File: src/pkg/ivs_params.svh
// Constants for the interrupt vector, shadow select and status block
// Behaviour
// - Interrupt sources 0 to 7 each have their own software-written vector offset that sets their entry; higher numbers use the base.
// - The offset field sits in bits 17 to 1 and is a distance from the exception base.
// - Priority levels 1 to 7 each have a software-written field choosing one of the shadow sets; priority 0 always uses set 0.
// - A four-bit select value of 0 to 7 picks shadow set 0 to 7 for that priority.
// - A select value with its top bit set is reserved and falls back to shadow set 0.
// - Bit 0 of the shadow register decides if single-vector interrupts use a shadow set.
// - The status register shows in bits 7 to 0 the last serviced interrupt number.
`ifndef IVS_PARAMS_SVH
`define IVS_PARAMS_SVH
`define IVS_NUM_SRC 8
`define IVS_ADDR_W 8
`define IVS_PRIORITY_SHADOW_ASSIGN_ADDR 8'h00
`define IVS_STAT_ADDR 8'h04
`define IVS_OFF_BASE 8'h40
`define IVS_OFF_LSB 1
`define IVS_OFF_MSB 17
`define IVS_SS0_BIT 0
`define IVS_SEL_W 4
`define IVS_PRIORITY_SHADOW_ASSIGN_MASK 32'hFFFF_FFF1
`define IVS_PRIORITY_SHADOW_ASSIGN_RST 32'h0000_0000
`define IVS_OFF_RST 17'h0_0000
`define IVS_IRQ_W 8
`endif

File: src/pkg/ivs_pkg.sv
// Types shared by the interrupt vector and shadow select block
package ivs_pkg;
    // One interrupt accepted by the core
    typedef struct packed {
        logic valid;
        logic [7:0] irq_num;
        logic [2:0] prio;
        logic single_vector;
    } ivs_accept_t;
    // Vector answer presented to the core
    typedef struct packed {
        logic valid;
        logic [31:0] addr;
        logic [2:0] shadow_set;
        logic shadow_use;
    } ivs_vector_t;
endpackage

File: src/design/ivs_top.sv
// Vector offset table, priority shadow select and serviced-IRQ status
`timescale 1ns/1ps
`include "ivs_params.svh"
module ivs_top
    import ivs_pkg::*;
(
    input wire logic clk_sys,
    input wire logic rst_n,
    input wire logic ce,
    input wire logic [`IVS_ADDR_W-1:0] avs_address,
    input wire logic avs_read,
    input wire logic avs_write,
    input wire logic [31:0] avs_writedata,
    input wire logic [3:0] avs_byteenable,
    output logic [31:0] avs_readdata,
    output logic avs_waitrequest,
    input wire logic [31:0] exception_base,
    input wire ivs_accept_t accept_in,
    output ivs_vector_t vector_out_reg
);
    localparam int NSRC = `IVS_NUM_SRC;
    localparam int OFW = `IVS_OFF_MSB - `IVS_OFF_LSB + 1;

    logic [OFW-1:0] vector_offset_field [NSRC];
    logic [31:0] priority_shadow_reg;
    logic [`IVS_IRQ_W-1:0] serviced_irq_number;
    logic wait_reg;
    logic [31:0] rdata_reg;
    logic [31:0] wmask;
    logic [31:0] rd_next;
    logic wr_go;
    logic off_hit;
    logic [2:0] off_idx;
    logic [`IVS_SEL_W-1:0] priority_shadow_select;
    logic [2:0] set_next;
    logic use_next;
    logic [31:0] addr_next;
    logic [OFW-1:0] src_off;

    assign avs_waitrequest = wait_reg;
    assign avs_readdata = rdata_reg;

    // Byte-enable mask and offset-table decode
    always_comb begin
        wmask = {{8{avs_byteenable[3]}}, {8{avs_byteenable[2]}},
                 {8{avs_byteenable[1]}}, {8{avs_byteenable[0]}}};
        off_idx = avs_address[4:2];
        off_hit = (avs_address >= `IVS_OFF_BASE) &&
                  (avs_address < `IVS_OFF_BASE + 8'(4 * NSRC)) &&
                  (avs_address[1:0] == 2'b00);
        wr_go = avs_write && !wait_reg;
    end

    // Read mux; unmapped addresses read zero
    always_comb begin
        rd_next = 32'h0000_0000;
        if (avs_address == `IVS_PRIORITY_SHADOW_ASSIGN_ADDR) begin
            rd_next = priority_shadow_reg;
        end else if (avs_address == `IVS_STAT_ADDR) begin
            rd_next[`IVS_IRQ_W-1:0] = serviced_irq_number;
        end else if (off_hit) begin
            rd_next[`IVS_OFF_MSB:`IVS_OFF_LSB] = vector_offset_field[off_idx];
        end
    end

    // Bus handshake: one wait cycle, then waitrequest low for one cycle
    always_ff @(posedge clk_sys) begin
        if (!rst_n) begin
            wait_reg <= 1'b1;
            rdata_reg <= 32'h0000_0000;
        end else if (ce) begin
            if ((avs_read || avs_write) && wait_reg) begin
                wait_reg <= 1'b0;
                rdata_reg <= avs_read ? rd_next : 32'h0000_0000;
            end else begin
                wait_reg <= 1'b1;
            end
        end
    end

    // Per-source offset table, written under byte enables
    always_ff @(posedge clk_sys) begin
        if (!rst_n) begin
            for (int i = 0; i < NSRC; i++) begin
                vector_offset_field[i] <= `IVS_OFF_RST;
            end
        end else if (ce && wr_go && off_hit) begin
            vector_offset_field[off_idx] <= (vector_offset_field[off_idx] &
                ~wmask[`IVS_OFF_MSB:`IVS_OFF_LSB]) |
                (avs_writedata[`IVS_OFF_MSB:`IVS_OFF_LSB] &
                wmask[`IVS_OFF_MSB:`IVS_OFF_LSB]);
        end
    end

    // Shadow assignment register; bits 3:1 stay zero
    always_ff @(posedge clk_sys) begin
        if (!rst_n) begin
            priority_shadow_reg <= `IVS_PRIORITY_SHADOW_ASSIGN_RST;
        end else if (ce && wr_go && avs_address == `IVS_PRIORITY_SHADOW_ASSIGN_ADDR) begin
            priority_shadow_reg <= (priority_shadow_reg & ~(wmask & `IVS_PRIORITY_SHADOW_ASSIGN_MASK)) |
                (avs_writedata & wmask & `IVS_PRIORITY_SHADOW_ASSIGN_MASK);
        end
    end

    // Shadow set and vector address for the accepted interrupt
    always_comb begin
        priority_shadow_select = priority_shadow_reg[{accept_in.prio, 2'b00} +: `IVS_SEL_W];
        if (accept_in.prio == 3'd0 || priority_shadow_select[`IVS_SEL_W-1]) begin
            set_next = 3'd0;
        end else begin
            set_next = priority_shadow_select[2:0];
        end
        if (accept_in.single_vector) begin
            use_next = priority_shadow_reg[`IVS_SS0_BIT];
        end else begin
            use_next = 1'b1;
        end
        if (accept_in.irq_num < 8'(NSRC)) begin
            src_off = vector_offset_field[accept_in.irq_num[2:0]];
        end else begin
            src_off = `IVS_OFF_RST;
        end
        addr_next = exception_base + {14'h0000, src_off, 1'b0};
    end

    // Vector answer, a one-cycle pulse per acceptance
    always_ff @(posedge clk_sys) begin
        if (!rst_n) begin
            vector_out_reg <= '0;
        end else if (ce) begin
            vector_out_reg.valid <= accept_in.valid;
            if (accept_in.valid) begin
                vector_out_reg.addr <= addr_next;
                vector_out_reg.shadow_set <= set_next;
                vector_out_reg.shadow_use <= use_next;
            end
        end
    end

    // Last serviced interrupt number
    always_ff @(posedge clk_sys) begin
        if (!rst_n) begin
            serviced_irq_number <= 8'h00;
        end else if (ce && accept_in.valid) begin
            serviced_irq_number <= accept_in.irq_num;
        end
    end

    // Accept taken at this edge
    logic acc;
    // Read taken at this edge at an address with nothing behind it
    logic rd_unmapped;
    assign acc = ce && accept_in.valid;
    assign rd_unmapped = ce && avs_read && avs_waitrequest && !off_hit &&
        (avs_address != `IVS_PRIORITY_SHADOW_ASSIGN_ADDR) && (avs_address != `IVS_STAT_ADDR);
endmodule

File: config.mk
export PLATFORM = sky130hd
export DESIGN_NAME = ivs_top
export DESIGN_NICKNAME = d
export VERILOG_FILES = /design/src/pkg/ivs_pkg.sv /design/src/design/ivs_top.sv
export VERILOG_INCLUDE_DIRS = /design/src /design/src/pkg
export SDC_FILE = /design/constraint.sdc
export NUM_CORES = 1
export LEC_CHECK = 0
export ABC_AREA = 1
export BUFFER_PORTS_ARGS = -buffer_cell sky130_fd_sc_hd__buf_2
export CAP_MARGIN = 20
export CORE_ASPECT_RATIO = 0.9
export CORE_MARGIN = 2
export CORE_UTILIZATION = 45
export CTS_CLUSTER_DIAMETER = 100
export DETAILED_ROUTE_END_ITERATION = 16
export PLACE_DENSITY = 0.64
export SYNTH_ARGS = -nofsm -noshare
export SYNTH_HDL_FRONTEND = slang
export SYNTH_SLANG_ARGS = --single-unit
File: constraint.sdc
create_clock -name clk_sys -period 3 [get_ports clk_sys]
set_input_delay 0.15 -clock clk_sys [delete_from_list [all_inputs] [get_ports clk_sys]]
set_output_delay 0.15 -clock clk_sys [all_outputs]
set_load 0.02 [all_outputs]
; ---- Word level (Yosys, flattened, before mapping)
; Memory sizes are Yosys's and may differ from the RTL's.
; Index checks and enable logic that the tools add are counted.
; Widths: inputs -> output; s select.
[totals]
latch_bits = 0
mem_count = 1
mem_bits_ro = 0
in_bits = 94
wordCells = 58
reg_bits = 110
mem_bits_rw = 136
[memory_table]
columns = memory, depth, word_bits, rd, rd_ports_with_merged_regs, write_ports, line_no
row1 = vector_offset_field, 8, 17, 2, 0, 8, ivs_top.sv:24  ; logic [OFW-1:0] vector_offset_field [NSRC];
[classes]
n_shift = 1
n_addsub = 1
mul = 0
magnitude_cmp = 3
n_reduce_logical = 17
n_eq_ne = 1
muxes = 18
div_mod_pow = 0
bitwise_logic = 8
[ops]
columns = op, count
row1 = $and 32x32->32, 2
row2 = $mux 17, 3
row3 = $and 17x17->17, 2
row4 = $add 32x18->32, 1
row5 = $mux 32, 1
row6 = $not 32->32, 1
row7 = $or 32x32->32, 1
row8 = $shiftx 32x6->4, 1
row9 = $mux 18, 1
row10 = $not 17->17, 1
row11 = $or 17x17->17, 1
row12 = $reduce_or 17->1, 1
row13 = $mux 14, 1
row14 = $mux 10, 1
row15 = $eq 8x3->1 const B, 1
row16 = $ge 8x7->1 const B, 1
row17 = $logic_and 1x1->1, 8
row18 = $logic_not 8->1, 1
row19 = $lt 8x4->1 const B, 1
row20 = $lt 8x7->1 const B, 1
row21 = $mux 1, 8
row22 = $mux 7, 1
row23 = $mux 3, 2
row24 = $reduce_and 2->1, 2
row25 = other kinds (4), 5

; ---- Longest topological paths before layout
; Gate-level depths: netlist (run 1).
[logic_depth]
ltp_word = 9
ltp_mapped = 21

; ---- Worst setup path before layout (run 1)
; No wires, ideal clock.
[synth_path]
kind = input port to flip-flop
start = input accept_in[4] in the netlist's numbering
end = register vector_out_reg[25] in the netlist's numbering
path_stages = 19
path_slack_ns = 0.394
setup_time_ns = 0.109
arrival_time_ns = 2.497
path_cell_list = buf_2 inv_2 clkbuf_1 nor2_1 o221a_2 nor3_1 ha_1 inv_1 fa_1 inv_1 nand3_1 nand3_1 nand3_1 nand3_1 nand2_1 nand3_1 nand3_1 nand2_1 inv_1
[synth_via]
elab_chain_cells = 3
word_cells_on_any_way = 4
[synth_lines]
columns = item, line_no
row1 = from (decl), ivs_top.sv:18  ; input wire ivs_accept_t accept_in,
row2 = $lt 8x4->1 / $mem_v2 8x17 (equally long branches), -
row3 = $mux 17 *, ivs_top.sv:118  ; if (accept_in.irq_num < 8'(NSRC)) begin
row4 = $add 32x18->32 *, ivs_top.sv:123  ; addr_next = exception_base + {14'h0000, src_off, 1'b0};
row5 = to (decl), ivs_top.sv:19  ; output ivs_vector_t vector_out_reg
; Mark *: on every way between the ends. The rest lies on a longest branch, timed or not.
; A chain may end at the register's enable or synchronous reset.

; ---- Worst setup path after layout (run 1)
[layout_path]
start = input accept_in[8] in the netlist's numbering
end = register vector_out_reg[32] in the netlist's numbering
[layout_via]
elab_chain_cells = 3
[layout_lines]
columns = item, line_no
row1 = $lt 8x4->1, ivs_top.sv:118
row2 = $mux 17, ivs_top.sv:118
row3 = $add 32x18->32, ivs_top.sv:123
; No other way between the ends.

==> metrics, run 1 <==
Die Area 31,300 sq um; status finished, final reports clean; hold violation total from the final report 0; CP Max Fanout 7; number of max-slew violations in the final report 0; relative slew slack 43.0%; dpl ws 0.152 ns; clock buffer depth 3; fraction of final layout cells sized beyond drive strength 1 18.1%; endpoint kind of the worst setup timing path flip-flop; Mapped Cells 1,778; global-route wire length before repair 71,300 microns; max-cap viol count 0; clock root cell sky130_fd_sc_hd__clkbuf_16; fraction of registers with async set or reset after synthesis 0%; proportion of synthesized chip area in sequential cells 46.3%; initial DRC count 1,543; Chip Height 168 microns; Skew-Pair Late Insertion Delay 0.57 ns; routed vias 13,500; vias per inst 5.47; xor/xnor share of the synthesized area 0.781%; synthesized-area fraction occupied by and/or/nand/nor cells 26.0%; grt ovf 0; width of the chip 186 microns; clock period minus final worst setup slack 2.85 ns; clock sink count 243; Pre-Repair DR Iteration Count 6; starting density of the core 45.4%; quantity of I/O buffers inserted on ports 163; proportion of netlist area held by the largest area contributor 30.3%; transition time at the pin with the least slew margin 0.855 ns; Post-Route Utilization 56.5%; antenna violations before repair 1; WS Path Type in -> reg; nets in the synthesized netlist 1,890; placed wire-length estimate 32,900 microns; Leak 7.57 nW; wirelength, routed 46,600 microns; Required @ worst endpoint 3.45 ns; path type of the worst min-delay path in -> reg; number of synthesized register bits 243; Setup Viol. Count Final 0; Syn-to-layout area delta 24.5%; achievable clock frequency 351 MHz; number of levels the H-tree was split into 1; Residual DRC 0; most instantiated flip-flop cell in the synthesis netlist sky130_fd_sc_hd__edfxtp_1; kind of start point of the critical path input pin; Post-synth top cells sky130_fd_sc_hd__nand2_1, sky130_fd_sc_hd__nor2_1, sky130_fd_sc_hd__inv_1; pin count of the biggest net entering global routing 46; Final Wtd Congestion 0.955; TritonCTS Buffers 27; post-CTS repair timing setup buffer count 0; Routed Antenna Nets 0; adder and majority cell fraction of the synthesized area 1.73%; boundary pin count 164; summed negative setup slack over all endpoints 0 ns; largest family of logic cells by synthesized area simple AND/OR/NAND/NOR gates; critical path arrival 3.30 ns; number of distinct library cells after synthesis 49; top cells by area, synth sky130_fd_sc_hd__edfxtp_1, sky130_fd_sc_hd__dfxtp_1, sky130_fd_sc_hd__nand2_1, sky130_fd_sc_hd__nor2_1, sky130_fd_sc_hd__o21ai_0; clock transition at the register clock pins on the worst setup and hold paths after CTS 0.05 ns; unrepaired setup endpoints after global routing no; Worst Setup Slack, final 0.150 ns; number of synthesized flops with an enable pin 136; Core Area 29,700 sq um; mux cell area share after synthesis 0.595%; placement row count 60; mapped cell area 13,500 sq um; Peak VDD IR 0.000458 V; final worst path period share 95.0%; vias in the first global route 12,900; global-route total usage across every layer 29.5%; cell with the most instances after synthesis sky130_fd_sc_hd__nand2_1; fraction of the mapped netlist area in compound gates 16.5%; Routed wire per std cell 18.9 microns; clock tree skew after final layout 0.0170 ns; cell type with the largest total area after synthesis sky130_fd_sc_hd__edfxtp_1; TritonCTS clock tree done; number of nets in the finished design 2,161; Mapped Avg Cell Area 7.57 sq um; count of yosys warnings during synthesis 0; cell area power density 484 nW/um^2
path summary, 6_finish.rpt:
kind                                                 from                         endpoint  slack (ns)  cells after the start
hold / removal                         exception_base[18]  vector_out_reg[22]$_SDFFE_PN0P_        0.02                      6
setup / recovery                             accept_in[8]  vector_out_reg[32]$_SDFFE_PN0P_        0.15                     24
hold reg to reg           vector_out_reg[36]$_SDFFE_PN0P_  vector_out_reg[36]$_SDFFE_PN0P_        0.45                      2
setup reg to reg  vector_offset_field[0][0]$_SDFFCE_PN0P_  vector_out_reg[21]$_SDFFE_PN0P_        0.27                     17
worst max-delay path, cell delays in order:
cell and delay (ns):
sky130_fd_sc_hd__dlygate4sd3_1 0.55, sky130_fd_sc_hd__buf_2 0.14, sky130_fd_sc_hd__nor2_1 0.09, sky130_fd_sc_hd__nand2_1 0.05, sky130_fd_sc_hd__nor2_1 0.08, sky130_fd_sc_hd__buf_4 0.15
sky130_fd_sc_hd__inv_1 0.08, sky130_fd_sc_hd__buf_4 0.19, sky130_fd_sc_hd__nor3_1 0.30, sky130_fd_sc_hd__buf_4 0.19, sky130_fd_sc_hd__ha_1 0.27, sky130_fd_sc_hd__nand2_1 0.10
sky130_fd_sc_hd__nand2_1 0.07, sky130_fd_sc_hd__nand2_1 0.06, sky130_fd_sc_hd__nand2_1 0.10, sky130_fd_sc_hd__a21oi_1 0.21, sky130_fd_sc_hd__buf_4 0.15, sky130_fd_sc_hd__inv_1 0.03
sky130_fd_sc_hd__nand2_1 0.07, sky130_fd_sc_hd__nand2_1 0.06, sky130_fd_sc_hd__nand2_1 0.05, sky130_fd_sc_hd__nand3_1 0.06, sky130_fd_sc_hd__nand2_1 0.07, sky130_fd_sc_hd__inv_1 0.04
cell families after synthesis:
kind of cell             Yosys count
AND/OR/NAND/NOR                  844
AO/OA/AOI/OAI                    390
buffers and inverters            265
flip-flops                       243
adder cells (fa/ha/maj)           18
XOR/XNOR                          12
multiplexers                       6
through the flow:
step / area, sq um / cells / hold WS [ns] / total power, W
6_report: 16700 / 2474 / 0.0201 / 0.00811
4_1_cts: 16700 / 2472 / 0.000488 / 0.00813
3_5_place_dp: 15200 / 2365 / 0.351 / 0.00476
5_1_grt: 16700 / 2473 / 0.0104 / 0.00838
2_1_floorplan: 13500 / 1778 / 0.259 / 0.00431
3_3_place_gp: 15200 / 2365 / 0.347 / 0.00475
final cells by class:
cell class | count | area [sq um]
inverter | 177 | 664
antenna | 1 | 2.50
clock buffer | 44 | 847
tap | 403 | 504
sequential | 243 | 6230
fill | 2777 | 12900
multi-input combinational | 1270 | 6150
timing repair buffer | 330 | 2290
clock inverter | 6 | 55.1
report_power, final:
group | internal [W] | switching (W) | leakage (nW)
sequential | 0.00361 | 0.0000551 | 2.27
clock | 0.00194 | 0.00140 | 0.448
combinational | 0.000394 | 0.000711 | 4.85
layer usage:
layer	global-route usage (%)	routed length [microns]
met4	11.1	1880
met5	0	0
met1	39.9	19700
met2	47.5	20900
met3	5.08	4180
layout by cell type, fill, tap and decap left out, types with 28 or more instances in the layout:
cell type,instances
sky130_fd_sc_hd__a21oi_1,156
sky130_fd_sc_hd__buf_2,163
sky130_fd_sc_hd__buf_4,104
sky130_fd_sc_hd__clkbuf_16,28
sky130_fd_sc_hd__dfxtp_1,107
sky130_fd_sc_hd__dlygate4sd3_1,57
sky130_fd_sc_hd__edfxtp_1,136
sky130_fd_sc_hd__inv_1,170
sky130_fd_sc_hd__nand2_1,363
sky130_fd_sc_hd__nand3_1,92
sky130_fd_sc_hd__nor2_1,336
sky130_fd_sc_hd__o21ai_0,163
timing repair:
item / CTS / global route
hold endpoints to repair: 67 / 0
resized for setup: 0 / 3
endpoints found under the setup margin: 0 / 3
hold buffers: 57 / 0
Note: power is estimated with default switching activity, not from simulation.
==> run 2: changes to the inputs <==
clock period = 3.3 ns   (was 3 ns; I/O delays follow)
==> metrics, run 2 (synthesized netlist as in run 1, its figures left out) <==
wirelength, routed 45,900 microns (-1.6%); grt ovf 0 (unchanged); Peak VDD IR 0.000476 V (+3.9%); placed wire-length estimate 31,400 microns (-4.6%); summed negative setup slack over all endpoints 0 ns (unchanged); Final Wtd Congestion 0.943 (-1.3%); Routed wire per std cell 18.9 microns (+0.40%); pin count of the biggest net entering global routing 64 (+39%); Post-Route Utilization 55.2% (-1.3 points); starting density of the core 45.4% (unchanged); kind of start point of the critical path input pin; fraction of final layout cells sized beyond drive strength 1 16.0% (-2.1 points); global-route wire length before repair 70,300 microns (-1.4%); Worst Setup Slack, final 0.236 ns (+0.0858 ns); transition time at the pin with the least slew margin 0.952 ns (+0.0969 ns); Setup Viol. Count Final 0 (unchanged); critical path arrival 3.57 ns (+0.27 ns); Psw 0.00200 W (-7.5%); cell area power density 455 nW/um^2 (-6.1%); Power Internal 0.00544 W (-8.4%); Skew-Pair Late Insertion Delay 0.57 ns (about the same); vias per inst 5.49 (+0.27%); quantity of I/O buffers inserted on ports 163 (unchanged); GR met2 Demand/Resource 46.7% (-0.79 points); TritonCTS Buffers 28 (+3.7%); number of nets in the finished design 2,110 (-2.4%); status finished, final reports clean; switching share of total power 26.9% (+0.20 points); WS Path Type in -> reg; endpoint kind of the worst setup timing path flip-flop; combinational power share 12.9% (-0.7 points); post-CTS repair timing setup buffer count 0 (unchanged); CP Max Fanout 12 (+5); Routed Antenna Nets 0 (unchanged); GR Layer Usage met1 40.1% (+0.22 points); Seq. cell area 6230 sq um (unchanged); path type of the worst min-delay path in -> reg; max-cap viol count 0 (unchanged); Pre-Repair DR Iteration Count 6 (unchanged); placement row count 60 (unchanged); clock sink count 243 (unchanged); initial DRC count 1,491 (-3.4%); critical register-to-register path endpoint vector_out_reg[17]$_SDFFE_PN0P_; worst reg2reg setup slack 0.49 ns (+0.22 ns); clock tree skew after final layout 0.0232 ns (+0.00617 ns); count of cells along the worst hold path 3 (-3); most frequent cells in the layout sky130_fd_sc_hd__nand2_1, sky130_fd_sc_hd__nor2_1, sky130_fd_sc_hd__inv_1; clock buffer depth 3 (unchanged); global-route total usage across every layer 29.1% (-0.44 points); clock transition at the register clock pins on the worst setup and hold paths after CTS 0.06 ns (about the same); achievable clock frequency 326 MHz; sequential share of power 44.8% (-0.4 points); Required @ worst endpoint 3.80 ns (+0.35 ns); final worst path period share 92.9%; antenna violations before repair 0 (-1); leading cell type in the layout, fill and taps excluded sky130_fd_sc_hd__nand2_1; relative slew slack 36.5% (-6.5 points); Chip Height 168 microns (unchanged); unrepaired setup endpoints after global routing no; Leak 7.33 nW (-3.3%); Cell Count Post-Placement 2,314 (-2.2%); combined area of the multi-input logic cells 6150 sq um (-0.12%); dpl ws 0.0258 ns (-0.127 ns); clock root cell sky130_fd_sc_hd__clkbuf_16; hold violation total from the final report 0 (unchanged); number of filler instances in the final layout 2,781 (+0.14%); length in cells of the worst reg-to-reg path 15 (-2); boundary pin count 164 (unchanged); Syn-to-layout area delta 21.7%; worst hold path startpoint avs_writedata[4]; Die Area 31,300 sq um (unchanged); width of the chip 186 microns (unchanged); TritonCTS clock tree done; clock share of power 42.3% (+1.1 points); clock period minus final worst setup slack 3.06 ns; origin of the critical flop-to-flop path vector_offset_field[0][0]$_SDFFCE_PN0P_; number of max-slew violations in the final report 0 (unchanged); routed vias 13,300 (-1.8%); filler-free cell count of the finished design 2,424 (-2.0%); Core Area 29,700 sq um (unchanged); highest-utilization routing layer at the global route stage met2; Residual DRC 0 (unchanged); number of levels the H-tree was split into 1 (unchanged); met3 usage in global routing 4.26% (-0.82 points); vias in the first global route 12,500 (-3.3%)
-- run 2: worst max-delay path by stage --
stage | start | to | slack, ns | cells past startpoint
finish | accept_in[11] | vector_out_reg[16]$_SDFFE_PN0P_ | 0.24 | 21
detailed placement | accept_in[4] | vector_out_reg[16]$_SDFFE_PN0P_ | 0.03 | 17
floorplan | accept_in[4] | vector_out_reg[25]$_SDFFE_PN0P_ | 0.68 | 19
CTS | accept_in[11] | vector_out_reg[16]$_SDFFE_PN0P_ | 0.15 | 21
global route | accept_in[8] | vector_out_reg[16]$_SDFFE_PN0P_ | 0.02 | 21
global placement | accept_in[4] | vector_out_reg[16]$_SDFFE_PN0P_ | 0.15 | 17
-- run 2: what timing repair did --
action,4_1_cts,5_1_grt
setup endpoints to repair,0,2
hold endpoints to repair,58,0
hold buffers,55,0
gates resized for setup,0,2
-- run 2: metrics by stage --
step / hold WS (ns) / total power [W] / cell area, sq um
floorplan: 0.274 / 0.00392 / 13500
global placement: 0.364 / 0.00428 / 14800
CTS: 0.00797 / 0.00746 / 16300
detailed placement: 0.373 / 0.00429 / 14800
global route: 0.0146 / 0.00769 / 16400
finish: 0.0210 / 0.00745 / 16400
-- run 2: cell type report --
| type | count | share of cell area, % |
|---|---|---|
| Clock buffer | 39 | 5.04 |
| Clock inverter | 13 | 0.718 |
| Sequential cell | 243 | 38.0 |
| Antenna cell | 1 | 0.0153 |
| Multi-Input combinational cell | 1270 | 37.5 |
| Tap cell | 403 | 3.08 |
| Timing Repair Buffer | 278 | 11.5 |
| Inverter | 177 | 4.06 |
-- run 2: critical path, stage by stage --
cell and delay, ns:
sky130_fd_sc_hd__dlygate4sd3_1 0.54, sky130_fd_sc_hd__buf_2 0.13, sky130_fd_sc_hd__nor2_1 0.09, sky130_fd_sc_hd__nand2_1 0.06, sky130_fd_sc_hd__nor2_1 0.18, sky130_fd_sc_hd__buf_4 0.20
sky130_fd_sc_hd__inv_1 0.07, sky130_fd_sc_hd__buf_4 0.20, sky130_fd_sc_hd__nor3_1 0.29, sky130_fd_sc_hd__buf_4 0.19, sky130_fd_sc_hd__ha_1 0.29, sky130_fd_sc_hd__nand2_1 0.13
sky130_fd_sc_hd__inv_1 0.05, sky130_fd_sc_hd__nand2_1 0.06, sky130_fd_sc_hd__nand2_1 0.08, sky130_fd_sc_hd__nand3b_1 0.30, sky130_fd_sc_hd__nand2_1 0.11, sky130_fd_sc_hd__inv_1 0.04
sky130_fd_sc_hd__o21ai_1 0.25, sky130_fd_sc_hd__nand2_1 0.08, sky130_fd_sc_hd__inv_1 0.06
-- run 2: power by group through the flow --
stage,Combinational [W],Clock (W),Sequential [W]
6_report,0.000963,0.00315,0.00333
5_1_grt,0.00105,0.00330,0.00334
4_1_cts,0.000942,0.00319,0.00333
3_5_place_dp,0.000894,0,0.00340
3_3_place_gp,0.000886,0,0.00340
2_1_floorplan,0.000497,0,0.00342
-- run 2: layer usage --
layer	part of all wire [%]	up-vias
li1	-	6348
met1	42	6168
met2	45	692
met3	9.2	88
met4	3.4	0
met5	0	-
